--- src/rtl/fslg_pkg.sv ---
package fslg_pkg;

  // ------------------------------------------------------------
  // register map (byte addresses, one 32-bit word each)
  // ------------------------------------------------------------
  localparam logic [7:0] STATUS_OFS = 8'h00;
  localparam logic [7:0] COMMAND_OFS = 8'h04;
  localparam logic [7:0] CONTROL_OFS = 8'h08;

  // status fields: the lock code sits where software expects it
  localparam int ST_LOCK_LSB = 5;
  localparam int ST_LEVEL_LSB = 8;
  localparam int ST_BLK0_LSB = 10;
  localparam int ST_BLK1_LSB = 12;
  localparam int ST_VERIFY_BIT = 14;
  localparam int ST_BOOT_EXT_BIT = 15;
  localparam int ST_HOST_BIT = 16;

  // command word fields
  localparam int CMD_CODE_LSB = 0;
  localparam int CMD_BLK_BIT = 8;
  localparam int CMD_ACC_BIT = 14;
  localparam int CMD_REF_BIT = 15;

  // control fields
  localparam int CTRL_IAP_EN_BIT = 0;

  // ------------------------------------------------------------
  // mailbox command codes
  // ------------------------------------------------------------
  localparam logic [6:0] CMD_CHIP_ERASE = 7'h01;
  localparam logic [6:0] CMD_BLOCK_ERASE = 7'h0D;
  localparam logic [6:0] CMD_SECTOR_ERASE = 7'h0B;
  localparam logic [6:0] CMD_BYTE_PROG = 7'h0E;
  localparam logic [6:0] CMD_BURST_PROG = 7'h06;
  localparam logic [6:0] CMD_BYTE_VERIFY = 7'h0C;
  localparam logic [6:0] CMD_PROG_LB3 = 7'h05;
  localparam logic [6:0] CMD_PROG_LB2 = 7'h03;
  localparam logic [6:0] CMD_PROG_LB1 = 7'h0F;

  // ------------------------------------------------------------
  // reset values and bus answers
  // ------------------------------------------------------------
  // cell state: 0 = programmed, 1 = erased
  localparam logic [2:0] CELLS_ERASED = 3'h7;
  localparam logic [1:0] RESP_OKAY = 2'h0;
  localparam logic [1:0] RESP_DECERR = 2'h3;
  localparam logic [7:0] TBL_BLOCKED_DATA = 8'hFF;

  // ------------------------------------------------------------
  // types
  // ------------------------------------------------------------
  typedef enum logic [1:0] {
    LOCK_NONE = 2'b00,
    LOCK_HARD = 2'b01,
    LOCK_SOFT = 2'b10
  } fslg_lock_type;

  typedef enum logic [1:0] {
    LEVEL_1 = 2'b00,
    LEVEL_2 = 2'b01,
    LEVEL_3 = 2'b10,
    LEVEL_4 = 2'b11
  } fslg_level_type;

  typedef enum logic [1:0] {
    REGION_BLK0 = 2'b00,
    REGION_BLK1 = 2'b01,
    REGION_EXT = 2'b10
  } fslg_region_type;

endpackage : fslg_pkg

--- src/rtl/fslg_level_decode.sv ---
`timescale 1ns/1ps
module fslg_level_decode (
  input wire logic [2:0] i_cells,           // stored cells, 0 = programmed
  output logic [2:0] o_lock_code,           // code as software reads it
  output fslg_pkg::fslg_level_type o_level, // security level
  output fslg_pkg::fslg_lock_type o_blk0,   // primary block lock
  output fslg_pkg::fslg_lock_type o_blk1,   // secondary block lock
  output logic o_verify_ok                  // byte verify permitted
);
  import fslg_pkg::*;

  // a programmed cell reads as 1 in the status code
  assign o_lock_code = ~i_cells;

  // ------------------------------------------------------------
  // level decode, purely combinational so new bits act at once
  // ------------------------------------------------------------
  always_comb begin
    o_verify_ok = 1'b0;
    o_level = LEVEL_4;
    o_blk0 = LOCK_HARD;
    o_blk1 = LOCK_HARD;
    unique case (o_lock_code)
      3'b000: begin
        o_level = LEVEL_1;
        o_blk0 = LOCK_NONE;
        o_blk1 = LOCK_NONE;
        o_verify_ok = 1'b1;
      end
      3'b100: begin
        o_level = LEVEL_2;
        o_verify_ok = 1'b1;
      end
      3'b110, 3'b101: begin
        o_level = LEVEL_3;
      end
      3'b010: begin
        o_level = LEVEL_3;
        o_blk0 = LOCK_SOFT;
        o_blk1 = LOCK_SOFT;
      end
      3'b001: begin
        o_level = LEVEL_3;
        o_blk0 = LOCK_SOFT;
      end
      // 111 and the unused 011 land on the strictest level
      default: begin
        o_level = LEVEL_4;
      end
    endcase
  end

endmodule : fslg_level_decode

--- src/rtl/fslg_lock_gate.sv ---
`timescale 1ns/1ps
module fslg_lock_gate #(
  parameter logic [2:0] P_CELLS_INIT = 3'h7 // cell state loaded at reset
) (
  input wire logic i_core_clk,              // core clock, 40 MHz
  input wire logic i_rst_n,                 // synchronous reset, low
  // axi4-lite slave
  input wire logic [7:0] i_s_axi_awaddr,    // write address
  input wire logic i_s_axi_awvalid,         // write address valid
  output logic o_s_axi_awready,             // write address ready
  input wire logic [31:0] i_s_axi_wdata,    // write data
  input wire logic [3:0] i_s_axi_wstrb,     // write byte strobes
  input wire logic i_s_axi_wvalid,          // write data valid
  output logic o_s_axi_wready,              // write data ready
  output logic [1:0] o_s_axi_bresp,         // write response
  output logic o_s_axi_bvalid,              // write response valid
  input wire logic i_s_axi_bready,          // write response ready
  input wire logic [7:0] i_s_axi_araddr,    // read address
  input wire logic i_s_axi_arvalid,         // read address valid
  output logic o_s_axi_arready,             // read address ready
  output logic [31:0] o_s_axi_rdata,        // read data
  output logic [1:0] o_s_axi_rresp,         // read response
  output logic o_s_axi_rvalid,              // read data valid
  input wire logic i_s_axi_rready,          // read data ready
  // core fetch path
  input wire logic [1:0] i_fetch_region,    // region running the code
  input wire logic i_tbl_req,               // table read request
  input wire logic [1:0] i_tbl_src,         // region of the read opcode
  input wire logic [1:0] i_tbl_tgt,         // region being read
  input wire logic [7:0] i_tbl_raw,         // raw byte from the array
  output logic o_tbl_allow,                 // current read permitted
  output logic o_tbl_valid,                 // table data ready pulse
  output logic [7:0] o_tbl_data,            // gated table byte
  // external programmer
  input wire logic i_host_mode,             // host programming mode
  input wire logic i_host_cmd_valid,        // host command strobe
  input wire logic [6:0] i_host_cmd_code,   // host command code
  input wire logic i_host_cmd_blk,          // host target, 1 = secondary
  // pin and flash engine
  input wire logic i_ext_access_n,          // external access pin, low
  output logic o_boot_external,             // boot from external memory
  output logic o_flash_cmd_valid,           // granted command pulse
  output logic [6:0] o_flash_cmd_code,      // granted command code
  output logic o_flash_cmd_blk,             // granted target block
  output logic o_flash_cmd_host,            // granted from host
  output logic o_remap_erase,               // erase remap bits pulse
  output logic o_cmd_refused                // refused command pulse
);
  import fslg_pkg::*;

  // ------------------------------------------------------------
  // declarations
  // ------------------------------------------------------------
  logic [2:0] cells;
  logic [2:0] lock_code;
  fslg_level_type level;
  fslg_lock_type blk0_lock;
  fslg_lock_type blk1_lock;
  logic verify_ok;
  logic iap_en;
  logic cmd_acc;
  logic cmd_ref;
  logic [6:0] last_code;
  logic last_blk;
  logic aw_got;
  logic w_got;
  logic [7:0] aw_addr;
  logic [31:0] w_data;
  logic [3:0] w_strb;
  logic wr_fire;
  logic iap_req;
  logic req_valid;
  logic [6:0] req_code;
  logic req_tgt;
  logic req_host;
  fslg_region_type req_src;
  fslg_lock_type tgt_lock;
  fslg_lock_type eff_lock;
  logic src_other;
  logic req_ok;
  logic ea_s1;
  logic ea_s2;
  logic ea_s3;
  logic ea_stable;
  logic [2:0] ea_fill;
  logic ea_armed;
  logic ea_latched;
  logic [31:0] next_rdata;
  logic [1:0] next_rresp;

  // ------------------------------------------------------------
  // level decoder
  // ------------------------------------------------------------
  fslg_level_decode u_decode (
    .i_cells(cells),
    .o_lock_code(lock_code),
    .o_level(level),
    .o_blk0(blk0_lock),
    .o_blk1(blk1_lock),
    .o_verify_ok(verify_ok)
  );

  // ------------------------------------------------------------
  // lock cells
  // ------------------------------------------------------------
  // cells model the non-volatile bits; only a granted command
  // moves them, so the decode follows on the very next cycle
  always_ff @(posedge i_core_clk) begin
    if (!i_rst_n) begin
      cells <= P_CELLS_INIT;
    end else if (req_valid && req_ok) begin
      if (req_code == CMD_CHIP_ERASE) begin
        cells <= CELLS_ERASED;
      end else if (req_code == CMD_PROG_LB1) begin
        cells[2] <= 1'b0;
      end else if (req_code == CMD_PROG_LB2) begin
        cells[1] <= 1'b0;
      end else if (req_code == CMD_PROG_LB3) begin
        cells[0] <= 1'b0;
      end
    end
  end

  // ------------------------------------------------------------
  // external access pin
  // ------------------------------------------------------------
  // three stages; a change counts once stages two and three agree
  always_ff @(posedge i_core_clk) begin
    if (!i_rst_n) begin
      ea_s1 <= 1'b1;
      ea_s2 <= 1'b1;
      ea_s3 <= 1'b1;
      ea_stable <= 1'b1;
      ea_fill <= 3'h0;
    end else begin
      ea_fill <= {ea_fill[1:0], 1'b1}; // stages holding real pin samples
      ea_s1 <= i_ext_access_n;
      ea_s2 <= ea_s1;
      ea_s3 <= ea_s2;
      if (ea_s2 == ea_s3) begin
        ea_stable <= ea_s3;
      end
    end
  end

  // pin is caught once after release; the wait lets the
  // synchroniser fill before the value is trusted
  always_ff @(posedge i_core_clk) begin
    if (!i_rst_n) begin
      ea_armed <= 1'b0;
      ea_latched <= 1'b0;
    end else if (!ea_armed && ea_fill[2] && ea_s2 == ea_s3
                 && ea_s3 == ea_stable) begin
      ea_armed <= 1'b1;
      ea_latched <= ~ea_stable;
    end
  end

  // the strictest level always boots from internal memory
  assign o_boot_external = ea_latched && (level != LEVEL_4);

  // ------------------------------------------------------------
  // command arbitration
  // ------------------------------------------------------------
  // host and mailbox never compete: host mode shuts the mailbox
  assign iap_req = wr_fire && (aw_addr == COMMAND_OFS) && w_strb[0]
                   && iap_en && !i_host_mode;

  always_comb begin
    req_valid = iap_req || (i_host_mode && i_host_cmd_valid);
    req_host = i_host_mode;
    if (i_host_mode) begin
      req_code = i_host_cmd_code;
      req_tgt = i_host_cmd_blk;
      req_src = REGION_EXT;
    end else begin
      req_code = w_data[CMD_CODE_LSB +: 7];
      req_tgt = w_data[CMD_BLK_BIT] && w_strb[1];
      req_src = fslg_region_type'(i_fetch_region);
    end
  end

  // ------------------------------------------------------------
  // command permission
  // ------------------------------------------------------------
  always_comb begin
    tgt_lock = req_tgt ? blk1_lock : blk0_lock;
    // code in the other internal block may work on a soft block
    src_other = (req_src == REGION_BLK0 && req_tgt)
                || (req_src == REGION_BLK1 && !req_tgt);
    if (req_host && tgt_lock == LOCK_SOFT) begin
      eff_lock = LOCK_HARD;
    end else begin
      eff_lock = tgt_lock;
    end
    req_ok = 1'b0;
    if (req_code == CMD_CHIP_ERASE) begin
      req_ok = 1'b1;
    end else if (req_code == CMD_PROG_LB1 || req_code == CMD_PROG_LB2
                 || req_code == CMD_PROG_LB3) begin
      req_ok = 1'b1;
    end else if (req_code == CMD_BYTE_VERIFY) begin
      // host verify survives a hard lock only at level two
      req_ok = (eff_lock == LOCK_NONE)
               || (req_host && verify_ok)
               || (eff_lock == LOCK_SOFT && src_other);
    end else if (req_code == CMD_BLOCK_ERASE
                 || req_code == CMD_SECTOR_ERASE
                 || req_code == CMD_BYTE_PROG
                 || req_code == CMD_BURST_PROG) begin
      req_ok = (eff_lock == LOCK_NONE)
               || (eff_lock == LOCK_SOFT && src_other);
    end
  end

  // granted commands go to the flash engine as one-cycle pulses
  always_ff @(posedge i_core_clk) begin
    if (!i_rst_n) begin
      o_flash_cmd_valid <= 1'b0;
      o_flash_cmd_code <= 7'h00;
      o_flash_cmd_blk <= 1'b0;
      o_flash_cmd_host <= 1'b0;
      o_remap_erase <= 1'b0;
      o_cmd_refused <= 1'b0;
    end else begin
      o_flash_cmd_valid <= req_valid && req_ok;
      o_remap_erase <= req_valid && req_ok
                       && req_code == CMD_CHIP_ERASE;
      o_cmd_refused <= req_valid && !req_ok;
      if (req_valid) begin
        o_flash_cmd_code <= req_code;
        o_flash_cmd_blk <= req_tgt;
        o_flash_cmd_host <= req_host;
      end
    end
  end

  // outcome of the latest command stays readable until the next
  always_ff @(posedge i_core_clk) begin
    if (!i_rst_n) begin
      cmd_acc <= 1'b0;
      cmd_ref <= 1'b0;
      last_code <= 7'h00;
      last_blk <= 1'b0;
    end else if (req_valid) begin
      cmd_acc <= req_ok;
      cmd_ref <= !req_ok;
      last_code <= req_code;
      last_blk <= req_tgt;
    end
  end

  // ------------------------------------------------------------
  // table read gate
  // ------------------------------------------------------------
  // external code may not look into any locked block; internal
  // code is stopped only by a hard lock it does not share
  always_comb begin
    fslg_lock_type rd_tgt;
    fslg_lock_type rd_src;
    rd_tgt = (i_tbl_tgt == REGION_BLK1) ? blk1_lock : blk0_lock;
    rd_src = (i_tbl_src == REGION_BLK1) ? blk1_lock : blk0_lock;
    if (i_tbl_tgt == REGION_EXT || rd_tgt == LOCK_NONE) begin
      o_tbl_allow = 1'b1;
    end else if (i_tbl_src == REGION_EXT) begin
      o_tbl_allow = 1'b0;
    end else if (rd_tgt == LOCK_HARD) begin
      o_tbl_allow = (rd_src == LOCK_HARD);
    end else begin
      o_tbl_allow = 1'b1;
    end
  end

  // blocked reads return a fixed byte, never the array contents
  always_ff @(posedge i_core_clk) begin
    if (!i_rst_n) begin
      o_tbl_valid <= 1'b0;
      o_tbl_data <= 8'h00;
    end else begin
      o_tbl_valid <= i_tbl_req;
      if (i_tbl_req) begin
        o_tbl_data <= o_tbl_allow ? i_tbl_raw : TBL_BLOCKED_DATA;
      end
    end
  end

  // ------------------------------------------------------------
  // axi4-lite write channels
  // ------------------------------------------------------------
  // address and data are taken in either order; no new beat is
  // taken while a response waits, which keeps one write in flight
  assign o_s_axi_awready = !aw_got && !o_s_axi_bvalid;
  assign o_s_axi_wready = !w_got && !o_s_axi_bvalid;
  assign wr_fire = aw_got && w_got && !o_s_axi_bvalid;

  always_ff @(posedge i_core_clk) begin
    if (!i_rst_n) begin
      aw_got <= 1'b0;
      aw_addr <= 8'h00;
    end else if (wr_fire) begin
      aw_got <= 1'b0;
    end else if (i_s_axi_awvalid && o_s_axi_awready) begin
      aw_got <= 1'b1;
      aw_addr <= {i_s_axi_awaddr[7:2], 2'b00};
    end
  end

  always_ff @(posedge i_core_clk) begin
    if (!i_rst_n) begin
      w_got <= 1'b0;
      w_data <= 32'h0000_0000;
      w_strb <= 4'h0;
    end else if (wr_fire) begin
      w_got <= 1'b0;
    end else if (i_s_axi_wvalid && o_s_axi_wready) begin
      w_got <= 1'b1;
      w_data <= i_s_axi_wdata;
      w_strb <= i_s_axi_wstrb;
    end
  end

  // write response; status is read-only and answers okay
  always_ff @(posedge i_core_clk) begin
    if (!i_rst_n) begin
      o_s_axi_bvalid <= 1'b0;
      o_s_axi_bresp <= RESP_OKAY;
    end else if (wr_fire) begin
      o_s_axi_bvalid <= 1'b1;
      if (aw_addr == STATUS_OFS || aw_addr == COMMAND_OFS
          || aw_addr == CONTROL_OFS) begin
        o_s_axi_bresp <= RESP_OKAY;
      end else begin
        o_s_axi_bresp <= RESP_DECERR;
      end
    end else if (i_s_axi_bready) begin
      o_s_axi_bvalid <= 1'b0;
    end
  end

  // control register: mailbox enable
  always_ff @(posedge i_core_clk) begin
    if (!i_rst_n) begin
      iap_en <= 1'b0;
    end else if (wr_fire && aw_addr == CONTROL_OFS && w_strb[0]) begin
      iap_en <= w_data[CTRL_IAP_EN_BIT];
    end
  end

  // ------------------------------------------------------------
  // axi4-lite read channels
  // ------------------------------------------------------------
  always_comb begin
    next_rdata = 32'h0000_0000;
    next_rresp = RESP_OKAY;
    if (i_s_axi_araddr[7:2] == STATUS_OFS[7:2]) begin
      next_rdata[ST_LOCK_LSB +: 3] = lock_code;
      next_rdata[ST_LEVEL_LSB +: 2] = level;
      next_rdata[ST_BLK0_LSB +: 2] = blk0_lock;
      next_rdata[ST_BLK1_LSB +: 2] = blk1_lock;
      next_rdata[ST_VERIFY_BIT] = verify_ok;
      next_rdata[ST_BOOT_EXT_BIT] = o_boot_external;
      next_rdata[ST_HOST_BIT] = i_host_mode;
    end else if (i_s_axi_araddr[7:2] == COMMAND_OFS[7:2]) begin
      next_rdata[CMD_CODE_LSB +: 7] = last_code;
      next_rdata[CMD_BLK_BIT] = last_blk;
      next_rdata[CMD_ACC_BIT] = cmd_acc;
      next_rdata[CMD_REF_BIT] = cmd_ref;
    end else if (i_s_axi_araddr[7:2] == CONTROL_OFS[7:2]) begin
      next_rdata[CTRL_IAP_EN_BIT] = iap_en;
    end else begin
      next_rresp = RESP_DECERR;
    end
  end

  // one read in flight; the address is refused while data waits
  assign o_s_axi_arready = !o_s_axi_rvalid;

  always_ff @(posedge i_core_clk) begin
    if (!i_rst_n) begin
      o_s_axi_rvalid <= 1'b0;
      o_s_axi_rdata <= 32'h0000_0000;
      o_s_axi_rresp <= RESP_OKAY;
    end else if (i_s_axi_arvalid && o_s_axi_arready) begin
      o_s_axi_rvalid <= 1'b1;
      o_s_axi_rdata <= next_rdata;
      o_s_axi_rresp <= next_rresp;
    end else if (i_s_axi_rready) begin
      o_s_axi_rvalid <= 1'b0;
    end
  end

endmodule : fslg_lock_gate

--- config.mk ---
export PLATFORM = sky130hd
export DESIGN_NAME = fslg_lock_gate
export DESIGN_NICKNAME = d
export VERILOG_FILES = /design/src/rtl/fslg_pkg.sv /design/src/rtl/fslg_level_decode.sv /design/src/rtl/fslg_lock_gate.sv
export SDC_FILE = /design/constraint.sdc
export NUM_CORES = 1
export LEC_CHECK = 0
export BUFFER_PORTS_ARGS = -buffer_cell sky130_fd_sc_hd__buf_2
export CORE_AREA = 5 5 124 67
export DETAILED_ROUTE_END_ITERATION = 16
export DIE_AREA = 0 0 129 72
export PLACE_DENSITY = 0.84
export SYNTH_ARGS = -nofsm -noshare
export SYNTH_HDL_FRONTEND = slang
export SYNTH_HIERARCHICAL = 1
export SYNTH_SLANG_ARGS = --single-unit
--- constraint.sdc ---
create_clock -name i_core_clk -period 2.6 [get_ports i_core_clk]
set_clock_uncertainty 0.05 [all_clocks]
set_input_delay 0.78 -clock i_core_clk [delete_from_list [all_inputs] [get_ports i_core_clk]]
set_output_delay 0.78 -clock i_core_clk [all_outputs]
set_load 0.02 [all_outputs]
==> results.md, run 1 <==
| Group | Result | This run |
| --- | --- | --- |
| status | Result of the run | finished with violations |
| status | Violations in the final reports | setup timing |
| route | DRT Wirelength | 9050 um |
| placed design | Buffers on Ports | 103 |
| placed design | Dpl cell area | 0.00390 mm^2 |
| timing | # setup viols final | 1 |
| route | Detailed-routing iteration count for the pre-antenna-repair pass | 4 |
| yosys | Cell types occupying the most area after synthesis | sky130_fd_sc_hd__dfxtp_1 (46%), sky130_fd_sc_hd__nand2_1 (6.1%), sky130_fd_sc_hd__a21oi_1 (5.1%) |
| cells and area | Final layout net count | 586 |
| clocking | Reg clk slew, reported paths | 0.06 ns |
| global routing | Wire length of the first global-routing pass | 14200 um |
| timing | Part of the cycle the worst path needs | 104% |
| setup path | Data required time at the worst endpoint | 1.77 ns |
| placed design | Final weighted congestion in routability-driven placement | 0.845 |
| timing | Hold slack final | 0.380 ns |
| yosys | Count of different cell masters after synthesis | 53 |
| route | Number of design rule violations left after detail routing | 0 |
| timing | Worst relative slew slack | 59.3% |
| yosys | Largest area contributor in the synthesized netlist | sky130_fd_sc_hd__dfxtp_1 |
| route | Wire length per cell after detailed routing | 15.0 um |
| setup path | Arr. time, crit path | 1.88 ns |
| power | Power per unit of standard cell area | 692 mW/mm^2 |
| clocking | Clock latency on the worst-skew pair | 0.33 ns |
| timing | Max Slew Vio Count | 0 |
| yosys | Cell area after synthesis | 0.00327 mm^2 |
| cells and area | Ant diodes | 0 |
| power | Max IR drop VDD | 0.416 mV |
| yosys | Number of storage elements in the synthesis netlist | 75 |
| global routing | Number of global-route vias before repair | 2928 |
| yosys | Area share of the largest cell type after synthesis | 46.0% |
| floorplanning | Die ar. | 0.00929 mm^2 |
| setup path | Crit Path Max Fanout | 6 |
| floorplanning | Initial core utilization | 46.0% |
| timing | Worst slew pin tran | 0.610 ns |
| setup path | Crit start category | register |
| global routing | Initial antenna violation count | 0 |
| floorplanning | Die X | 129 um |
| hold path | Hold path cells | 1 |
| yosys | Syn. warnings | 6 |
| cells and area | Fraction of final layout cells with drive strength greater than 1 | 31.0% |
| placed design | Detailed Place HPWL | 6890 um |
| clocking | Number of sinks handled by clock tree synthesis | 75 |
| route | Total number of vias | 3116 |
| route | Detailed-route vias per instance | 5.18 |
| placed design | Number of cells in the design after placement | 584 |
| hold path | Hold crit path type | register to register |
| timing | Worst Setup Slack, final | -0.111 ns |
| yosys | Async set-or-reset flop fraction in the synthesized netlist | 0% |
| floorplanning | Standard cell core area | 0.00710 mm^2 |
| yosys | Cell count after synthesis | 386 |
| timing | Final Hold Viols | 0 |
| floorplanning | Die Ht | 72 um |
| clocking | CTS tree | yes |
| floorplanning | Site row count | 22 |
| timing | Fmax | 369 MHz |
| setup path | Worst R2R Path Depth | 6 |
| power | LEAKAGE | 1.98 nW |
| yosys | Proportion of synthesized chip area in sequential cells | 46.0% |
| yosys | Post-synth top flop | sky130_fd_sc_hd__dfxtp_1 |
| setup path | Startpoint-to-endpoint class of the critical path | register to output pin |
| timing | Time the final worst path needs with I/O delays and setup | 2.71 ns |
| cells and area | Number of standard cells in the final layout excluding fillers | 602 |
| clocking | Maximum root-to-sink buffer count | 2 |
| clocking | Number of hold-repair buffers added at the cts stage | 0 |
| timing | Unrepaired setup endpoints after global routing | true |
| global routing | Sum of overflow across all layers after global routing | 0 |
| yosys | Number of enable flip-flop cells after synthesis | 0 |
| clocking | Number of H-tree levels | 3 |
| clocking | Number of buffers added by the clock tree synthesis step | 9 |
| flow run | Maximum capacitance violations | 0 |
| clocking | Root buf cell | sky130_fd_sc_hd__clkbuf_16 |
| yosys | Syn_area_per_cell | 8.46 um^2 |
| setup path | Type of element capturing the critical path | output pin |
| route | DRT iter0 DRCs | 231 |
| route | Count of antenna-violating nets left after detailed routing | 0 |
| global routing | Pin count of the biggest net entering global routing | 44 |
| floorplanning | Top-level port count | 149 |
| cells and area | Area grow syn2layout | 30.9% |
| power | Total power draw | 2.96 mW |
| cells and area | Summed area of non-filler cells in the final layout | 0.00427 mm^2 |
| global routing | Global-route usage over all layers | 19.6% |
state kept, by name, indices dropped and copies added (netlist names), 2 cells and up:
name,flops
o_s_axi_rdata,17
ea_fill,3
o_tbl_data,8
w_data,8
last_code,7
aw_addr,6
w_strb,2
cells,3
cell usage after synthesis (2+ instances only):
cell type,n
sky130_fd_sc_hd__nand2_1,53
sky130_fd_sc_hd__buf_2,2
sky130_fd_sc_hd__nand3b_1,3
sky130_fd_sc_hd__mux2i_1,13
sky130_fd_sc_hd__nor3_1,10
sky130_fd_sc_hd__clkbuf_1,13
sky130_fd_sc_hd__a31oi_1,10
sky130_fd_sc_hd__o21ai_0,17
sky130_fd_sc_hd__a211oi_1,9
sky130_fd_sc_hd__nor2b_1,4
sky130_fd_sc_hd__a21o_1,2
sky130_fd_sc_hd__inv_1,15
sky130_fd_sc_hd__dfxtp_1,75
sky130_fd_sc_hd__a211o_1,2
sky130_fd_sc_hd__nor4_1,5
sky130_fd_sc_hd__nor2_1,38
sky130_fd_sc_hd__and3b_1,2
sky130_fd_sc_hd__nand2b_1,5
sky130_fd_sc_hd__buf_4,18
sky130_fd_sc_hd__and2_1,7
sky130_fd_sc_hd__a21oi_1,33
sky130_fd_sc_hd__mux2_2,2
sky130_fd_sc_hd__and3_1,4
sky130_fd_sc_hd__a221oi_1,5
sky130_fd_sc_hd__o21ai_1,2
sky130_fd_sc_hd__o311ai_0,2
sky130_fd_sc_hd__nand3_1,9
final timing paths:
check	from	endpoint	slack (ns)
worst max-delay path	cells[0]$_SDFFE_PN1P_	o_tbl_allow	-0.11
worst min-delay path	ea_s1$_SDFF_PN1_	ea_s2$_SDFF_PN1_	0.38
worst max register to register	aw_addr[4]$_SDFFE_PN0P_	cells[2]$_SDFFE_PN1P_	0.64
worst min register to register	ea_s1$_SDFF_PN1_	ea_s2$_SDFF_PN1_	0.38
timing repair:
| action | CTS | global route |
|---|---|---|
| pin swaps | 4 | 2 |
| endpoints found under the setup margin | 1 | 1 |
| setup buffers | 2 | 0 |
| gates resized for setup | 9 | 2 |
power breakdown:
part / leakage, nW / internal [mW] / switching, mW
Combinational: 1.22 / 0.151 / 0.244
Clock: 0.147 / 0.835 / 0.478
Sequential: 0.615 / 1.21 / 0.0407
kinds of logic (layout without fill, tap and decap cells):
logic type,after synthesis,count (layout),share of synthesized area (%)
muxes,16,16,5.13
xor gates and xnor gates,2,2,0.536
other,1,15,0.115
AOI/OAI and AO/OA,93,93,18.2
buffers and inverters,50,156,8.12
and+or+nand+nor,149,149,22.0
DFF,75,75,46.0
cell type report:
| cell class | count | area, um^2 |
|---|---|---|
| fillers | 648 | 2830 |
| multi-input cells | 275 | 1580 |
| flip-flops and latches | 75 | 1510 |
| repair buffers | 124 | 692 |
| clock buffers | 9 | 225 |
| well taps | 96 | 120 |
| clock inverters | 7 | 92.6 |
| inverters | 16 | 60.1 |
critical path, cell delays in order, from the launching register on:
cell and delay [ns]:
sky130_fd_sc_hd__dfxtp_4 0.37, sky130_fd_sc_hd__xnor2_2 0.21, sky130_fd_sc_hd__nor2_4 0.06, sky130_fd_sc_hd__nand2b_1 0.17, sky130_fd_sc_hd__nor4_2 0.21, sky130_fd_sc_hd__a21oi_1 0.06, sky130_fd_sc_hd__a211o_1 0.33, sky130_fd_sc_hd__buf_6 0.14
cell usage in the layout, fill, tap and decap left out, drive strengths merged, types with 4 or more instances in the layout:
master    n
a221oi    5
o21ai    19
and3      4
nor3     11
and2      7
inv      15
a31oi    10
dfxtp    75
nand3     9
clkbuf    9
conb     15
nand2    53
nand2b    5
nor2     38
nor4      5
nor2b     4
mux2i    13
buf     124
a21oi    34
a211oi    9
stage by stage:
stage,util (%),setup TNS [ns],setup WS [ns]
after CTS,60.0,-0.148,-0.148
after detailed placement,55.0,-0.0627,-0.0627
final,60.2,-0.111,-0.111
after global placement,55.0,0,0.00126
after floorplan,-,0,0.0784
after global routing,60.2,-0.217,-0.217
routing by layer:
metal / share of wire, % / vias to the layer above / track usage, % / routed length [um]
met5: 0 / - / 0 / 0
met4: 1.0 / 0 / 6.05 / 92
met3: 9.1 / 10 / 6.69 / 821
met2: 43 / 127 / 28.8 / 3860
met1: 47 / 1430 / 27.4 / 4280
li1: - / 1549 / - / -
(Power assumes the default switching activity.)
==> run 2: changes to the inputs <==
--- a/config.mk
+++ b/config.mk
@@ -5,10 +5,11 @@
 export SDC_FILE = /design/constraint.sdc
 export NUM_CORES = 1
 export LEC_CHECK = 0
+export ABC_CLOCK_PERIOD_IN_PS = 2600
 export BUFFER_PORTS_ARGS = -buffer_cell sky130_fd_sc_hd__buf_2
-export CORE_AREA = 5 5 124 67
+export CORE_AREA = 3 3 122 65
 export DETAILED_ROUTE_END_ITERATION = 16
-export DIE_AREA = 0 0 129 72
+export DIE_AREA = 0 0 125 68
 export PLACE_DENSITY = 0.84
 export SYNTH_ARGS = -nofsm -noshare
 export SYNTH_HDL_FRONTEND = slang
==> results.md, run 2 (synthesis gave the netlist of run 1 again) <==
| Group | Result | This run | vs previous |
| --- | --- | --- | --- |
| route | DRT Wirelength | 8160 um | -9.8% |
| timing | Time the final worst path needs with I/O delays and setup | 2.69 ns | -0.0240 ns |
| hold path | Critical hold path startpoint | ea_s1$_SDFF_PN1_ |  |
| floorplanning | Initial core utilization | 48.2% | +2.2 points |
| setup path | Longest individual stage delay on the worst path | 0.36 ns | about the same |
| clocking | Clock latency on the worst-skew pair | 0.33 ns | about the same |
| power | Power per unit of standard cell area | 635 mW/mm^2 | -8.2% |
| floorplanning | Die ar. | 0.00850 mm^2 | -8.5% |
| global routing | Wire length of the first global-routing pass | 12700 um | -11% |
| timing | Final Hold Viols | 0 | unchanged |
| hold path | Hold crit path type | register to register |  |
| route | DRT iter0 DRCs | 180 | -22% |
| clocking | Number of H-tree levels | 3 | unchanged |
| route | Wire length per cell after detailed routing | 13.5 um | -10% |
| clocking | Reg clk slew, reported paths | 0.06 ns | about the same |
| clocking | Root buf cell | sky130_fd_sc_hd__clkbuf_16 |  |
| cells and area | Register containing the most flip-flops in the final layout | o_s_axi_rdata |  |
| timing | Unrepaired setup endpoints after global routing | true |  |
| flow run | Maximum capacitance violations | 0 | unchanged |
| placed design | Buffers on Ports | 103 | unchanged |
| setup path | Most frequent cell on the critical path | sky130_fd_sc_hd__buf_6 |  |
| cells and area | Ant diodes | 0 | unchanged |
| floorplanning | Site row count | 21 | -4.5% |
| power | Switching power as a share of total power | 26.3% | +0.48 points |
| clocking | Number of sinks handled by clock tree synthesis | 75 | unchanged |
| power | Share of power burned in registers | 45.9% | +3.7 points |
| power | Total power draw | 2.71 mW | -8.2% |
| timing | Max Slew Vio Count | 0 | unchanged |
| setup path | Crit Path Max Fanout | 4 | -2 |
| timing | Part of the cycle the worst path needs | 103% | -0.92 points |
| clocking | CTS tree | yes |  |
| floorplanning | Top-level port count | 149 | unchanged |
| power | Power Internal | 2.00 mW | -8.8% |
| timing | Setup TNS after final layout | -0.0870 ns | +0.0240 ns |
| clocking | Number of hold-repair buffers added at the cts stage | 0 | unchanged |
| power | Max IR drop VDD | 0.482 mV | +16% |
| power | LEAKAGE | 1.99 nW | +0.29% |
| global routing | Number of global-route vias before repair | 2729 | -6.8% |
| power | Clock share of power | 39.6% | -4.8 points |
| timing | Worst slew pin tran | 0.567 ns | -0.0427 ns |
| global routing | Global-route usage over all layers | 18.9% | -0.73 points |
| placed design | Detailed Place HPWL | 5870 um | -15% |
| cells and area | Leading cell type in the layout, fill and taps excluded | sky130_fd_sc_hd__buf_2 |  |
| setup path | Timing startpoint of the critical path | cells[0]$_SDFFE_PN1P_ |  |
| setup path | Startpoint of the worst-slack reg-to-reg timing path | aw_addr[4]$_SDFFE_PN0P_ |  |
| setup path | Worst R2R Path Depth | 5 | -1 |
| setup path | Library cell contributing the largest single delay on the critical path | sky130_fd_sc_hd__dfxtp_4 |  |
| timing | # setup viols final | 1 | unchanged |
| placed design | Final weighted congestion in routability-driven placement | 0.796 | -5.8% |
| floorplanning | Die Ht | 68 um | -5.6% |
| route | Number of design rule violations left after detail routing | 0 | unchanged |
| timing | Worst Setup Slack, final | -0.0870 ns | +0.0240 ns |
| setup path | Crit start category | register |  |
| power | P_sw | 0.713 mW | -6.5% |
| status | Violations in the final reports | setup timing |  |
| global routing | Sum of overflow across all layers after global routing | 0 | unchanged |
| floorplanning | Standard cell core area | 0.00678 mm^2 | -4.5% |
| cells and area | Area grow syn2layout | 30.8% | about the same |
| clocking | Maximum root-to-sink buffer count | 2 | unchanged |
| route | Detailed-routing iteration count for the pre-antenna-repair pass | 4 | unchanged |
| cells and area | Number of flip-flops in the largest register | 17 | unchanged |
| timing | Hold slack final | 0.355 ns | -0.0259 ns |
| setup path | Arr. time, crit path | 1.86 ns | -0.02 ns |
| setup path | Data required time at the worst endpoint | 1.77 ns | about the same |
| global routing | Initial antenna violation count | 0 | unchanged |
| cells and area | Top library cells by usage in the layout, fill and taps aside | sky130_fd_sc_hd__buf_2 (102), sky130_fd_sc_hd__dfxtp_1 (72), sky130_fd_sc_hd__nand2_1 (51) |  |
| timing | Worst relative slew slack | 61.8% | +2.6 points |
| route | Total number of vias | 3064 | -1.7% |
| cells and area | Fraction of final layout cells with drive strength greater than 1 | 32.3% | +1.3 points |
| cells and area | Biggest registers after layout | o_s_axi_rdata (17), o_tbl_data (8), w_data (8) |  |
| floorplanning | Die X | 125 um | -3.1% |
| route | Count of antenna-violating nets left after detailed routing | 0 | unchanged |
| clocking | Number of buffers added by the clock tree synthesis step | 9 | unchanged |
| cells and area | Final layout net count | 591 | +0.85% |
| status | Result of the run | finished with violations |  |
| global routing | Pin count of the biggest net entering global routing | 43 | -2.3% |
| timing | Fmax | 372 MHz | +0.89% |
| hold path | Hold path cells | 1 | unchanged |
| setup path | Startpoint-to-endpoint class of the critical path | register to output pin |  |
| setup path | Worst path cell trace | or2_4 > nand2_4 > buf_6 > nor2_4 > nor3_2 > a21oi_1 > a211o_1 > buf_6 |  |
| power | Combinational share of power | 14.5% | +1.1 points |
| setup path | Type of element capturing the critical path | output pin |  |
| route | Detailed-route vias per instance | 5.08 | -1.8% |
[run 2: cell count changes in the layout (fill, tap and decap cells not counted), sizes merged]
cell      delta
clkinvlp     -3
clkinv       +1
bufinv       -2
clkbuf       +4
buf          +5
[run 2: cell type report]
type	count	area (um^2)
Clock inverter	3	15.0
Multi-Input combinational cell	275	1610
Fill cell	611	2510
Inverter	16	60.1
Clock buffer	13	240
Timing Repair Buffer	129	721
Tap cell	92	115
Sequential cell	75	1510
[run 2: power groups by stage]
stage | logic [mW] | registers (mW) | clock network, mW
global route | 0.432 | 1.25 | 1.15
floorplan | 0.228 | 1.30 | 0
global placement | 0.376 | 1.27 | 0
detailed placement | 0.383 | 1.27 | 0
finish | 0.393 | 1.25 | 1.07
CTS | 0.387 | 1.25 | 1.10
[run 2: metrics by stage]
stage | cell area [um^2] | setup slack (ns) | utilization (%) | std cells
after global placement | 3900 | 0.00792 | 57.5 | 582
after detailed placement | 3900 | -0.00736 | 57.5 | 582
after global routing | 4270 | -0.161 | 63.0 | 603
after floorplan | 3320 | 0.0784 | - | 400
final | 4270 | -0.0870 | 63.0 | 603
after CTS | 4190 | -0.133 | 61.8 | 599
[run 2: path summary, 6_finish.rpt]
kind                                              end  slack, ns
worst min register to register       ea_s2$_SDFF_PN1_       0.35
worst min-delay path                 ea_s2$_SDFF_PN1_       0.35
worst max register to register  cells[1]$_SDFFE_PN1P_       0.59
worst max-delay path                      o_tbl_allow      -0.09
[run 2: layer usage]
layer	global-route usage (%)	wire [um]
met5	0	0
met3	6.39	554
met1	22.7	3720
met4	9.32	140
met2	31.2	3750
[run 2: what timing repair did]
item / in CTS / in global routing
setup endpoints to repair: 1 / 1
gates resized for setup: 10 / 12
pin swaps: 4 / 7
setup buffers: 1 / 4
[run 2: critical path, delay by kind of cell (launching register included)]
kind                   cells  cell delay, ns
buffers and inverters      2            0.26
and+or+nand+nor            4            0.54
AOI/OAI and AO/OA          2            0.37
DFF                        1            0.36
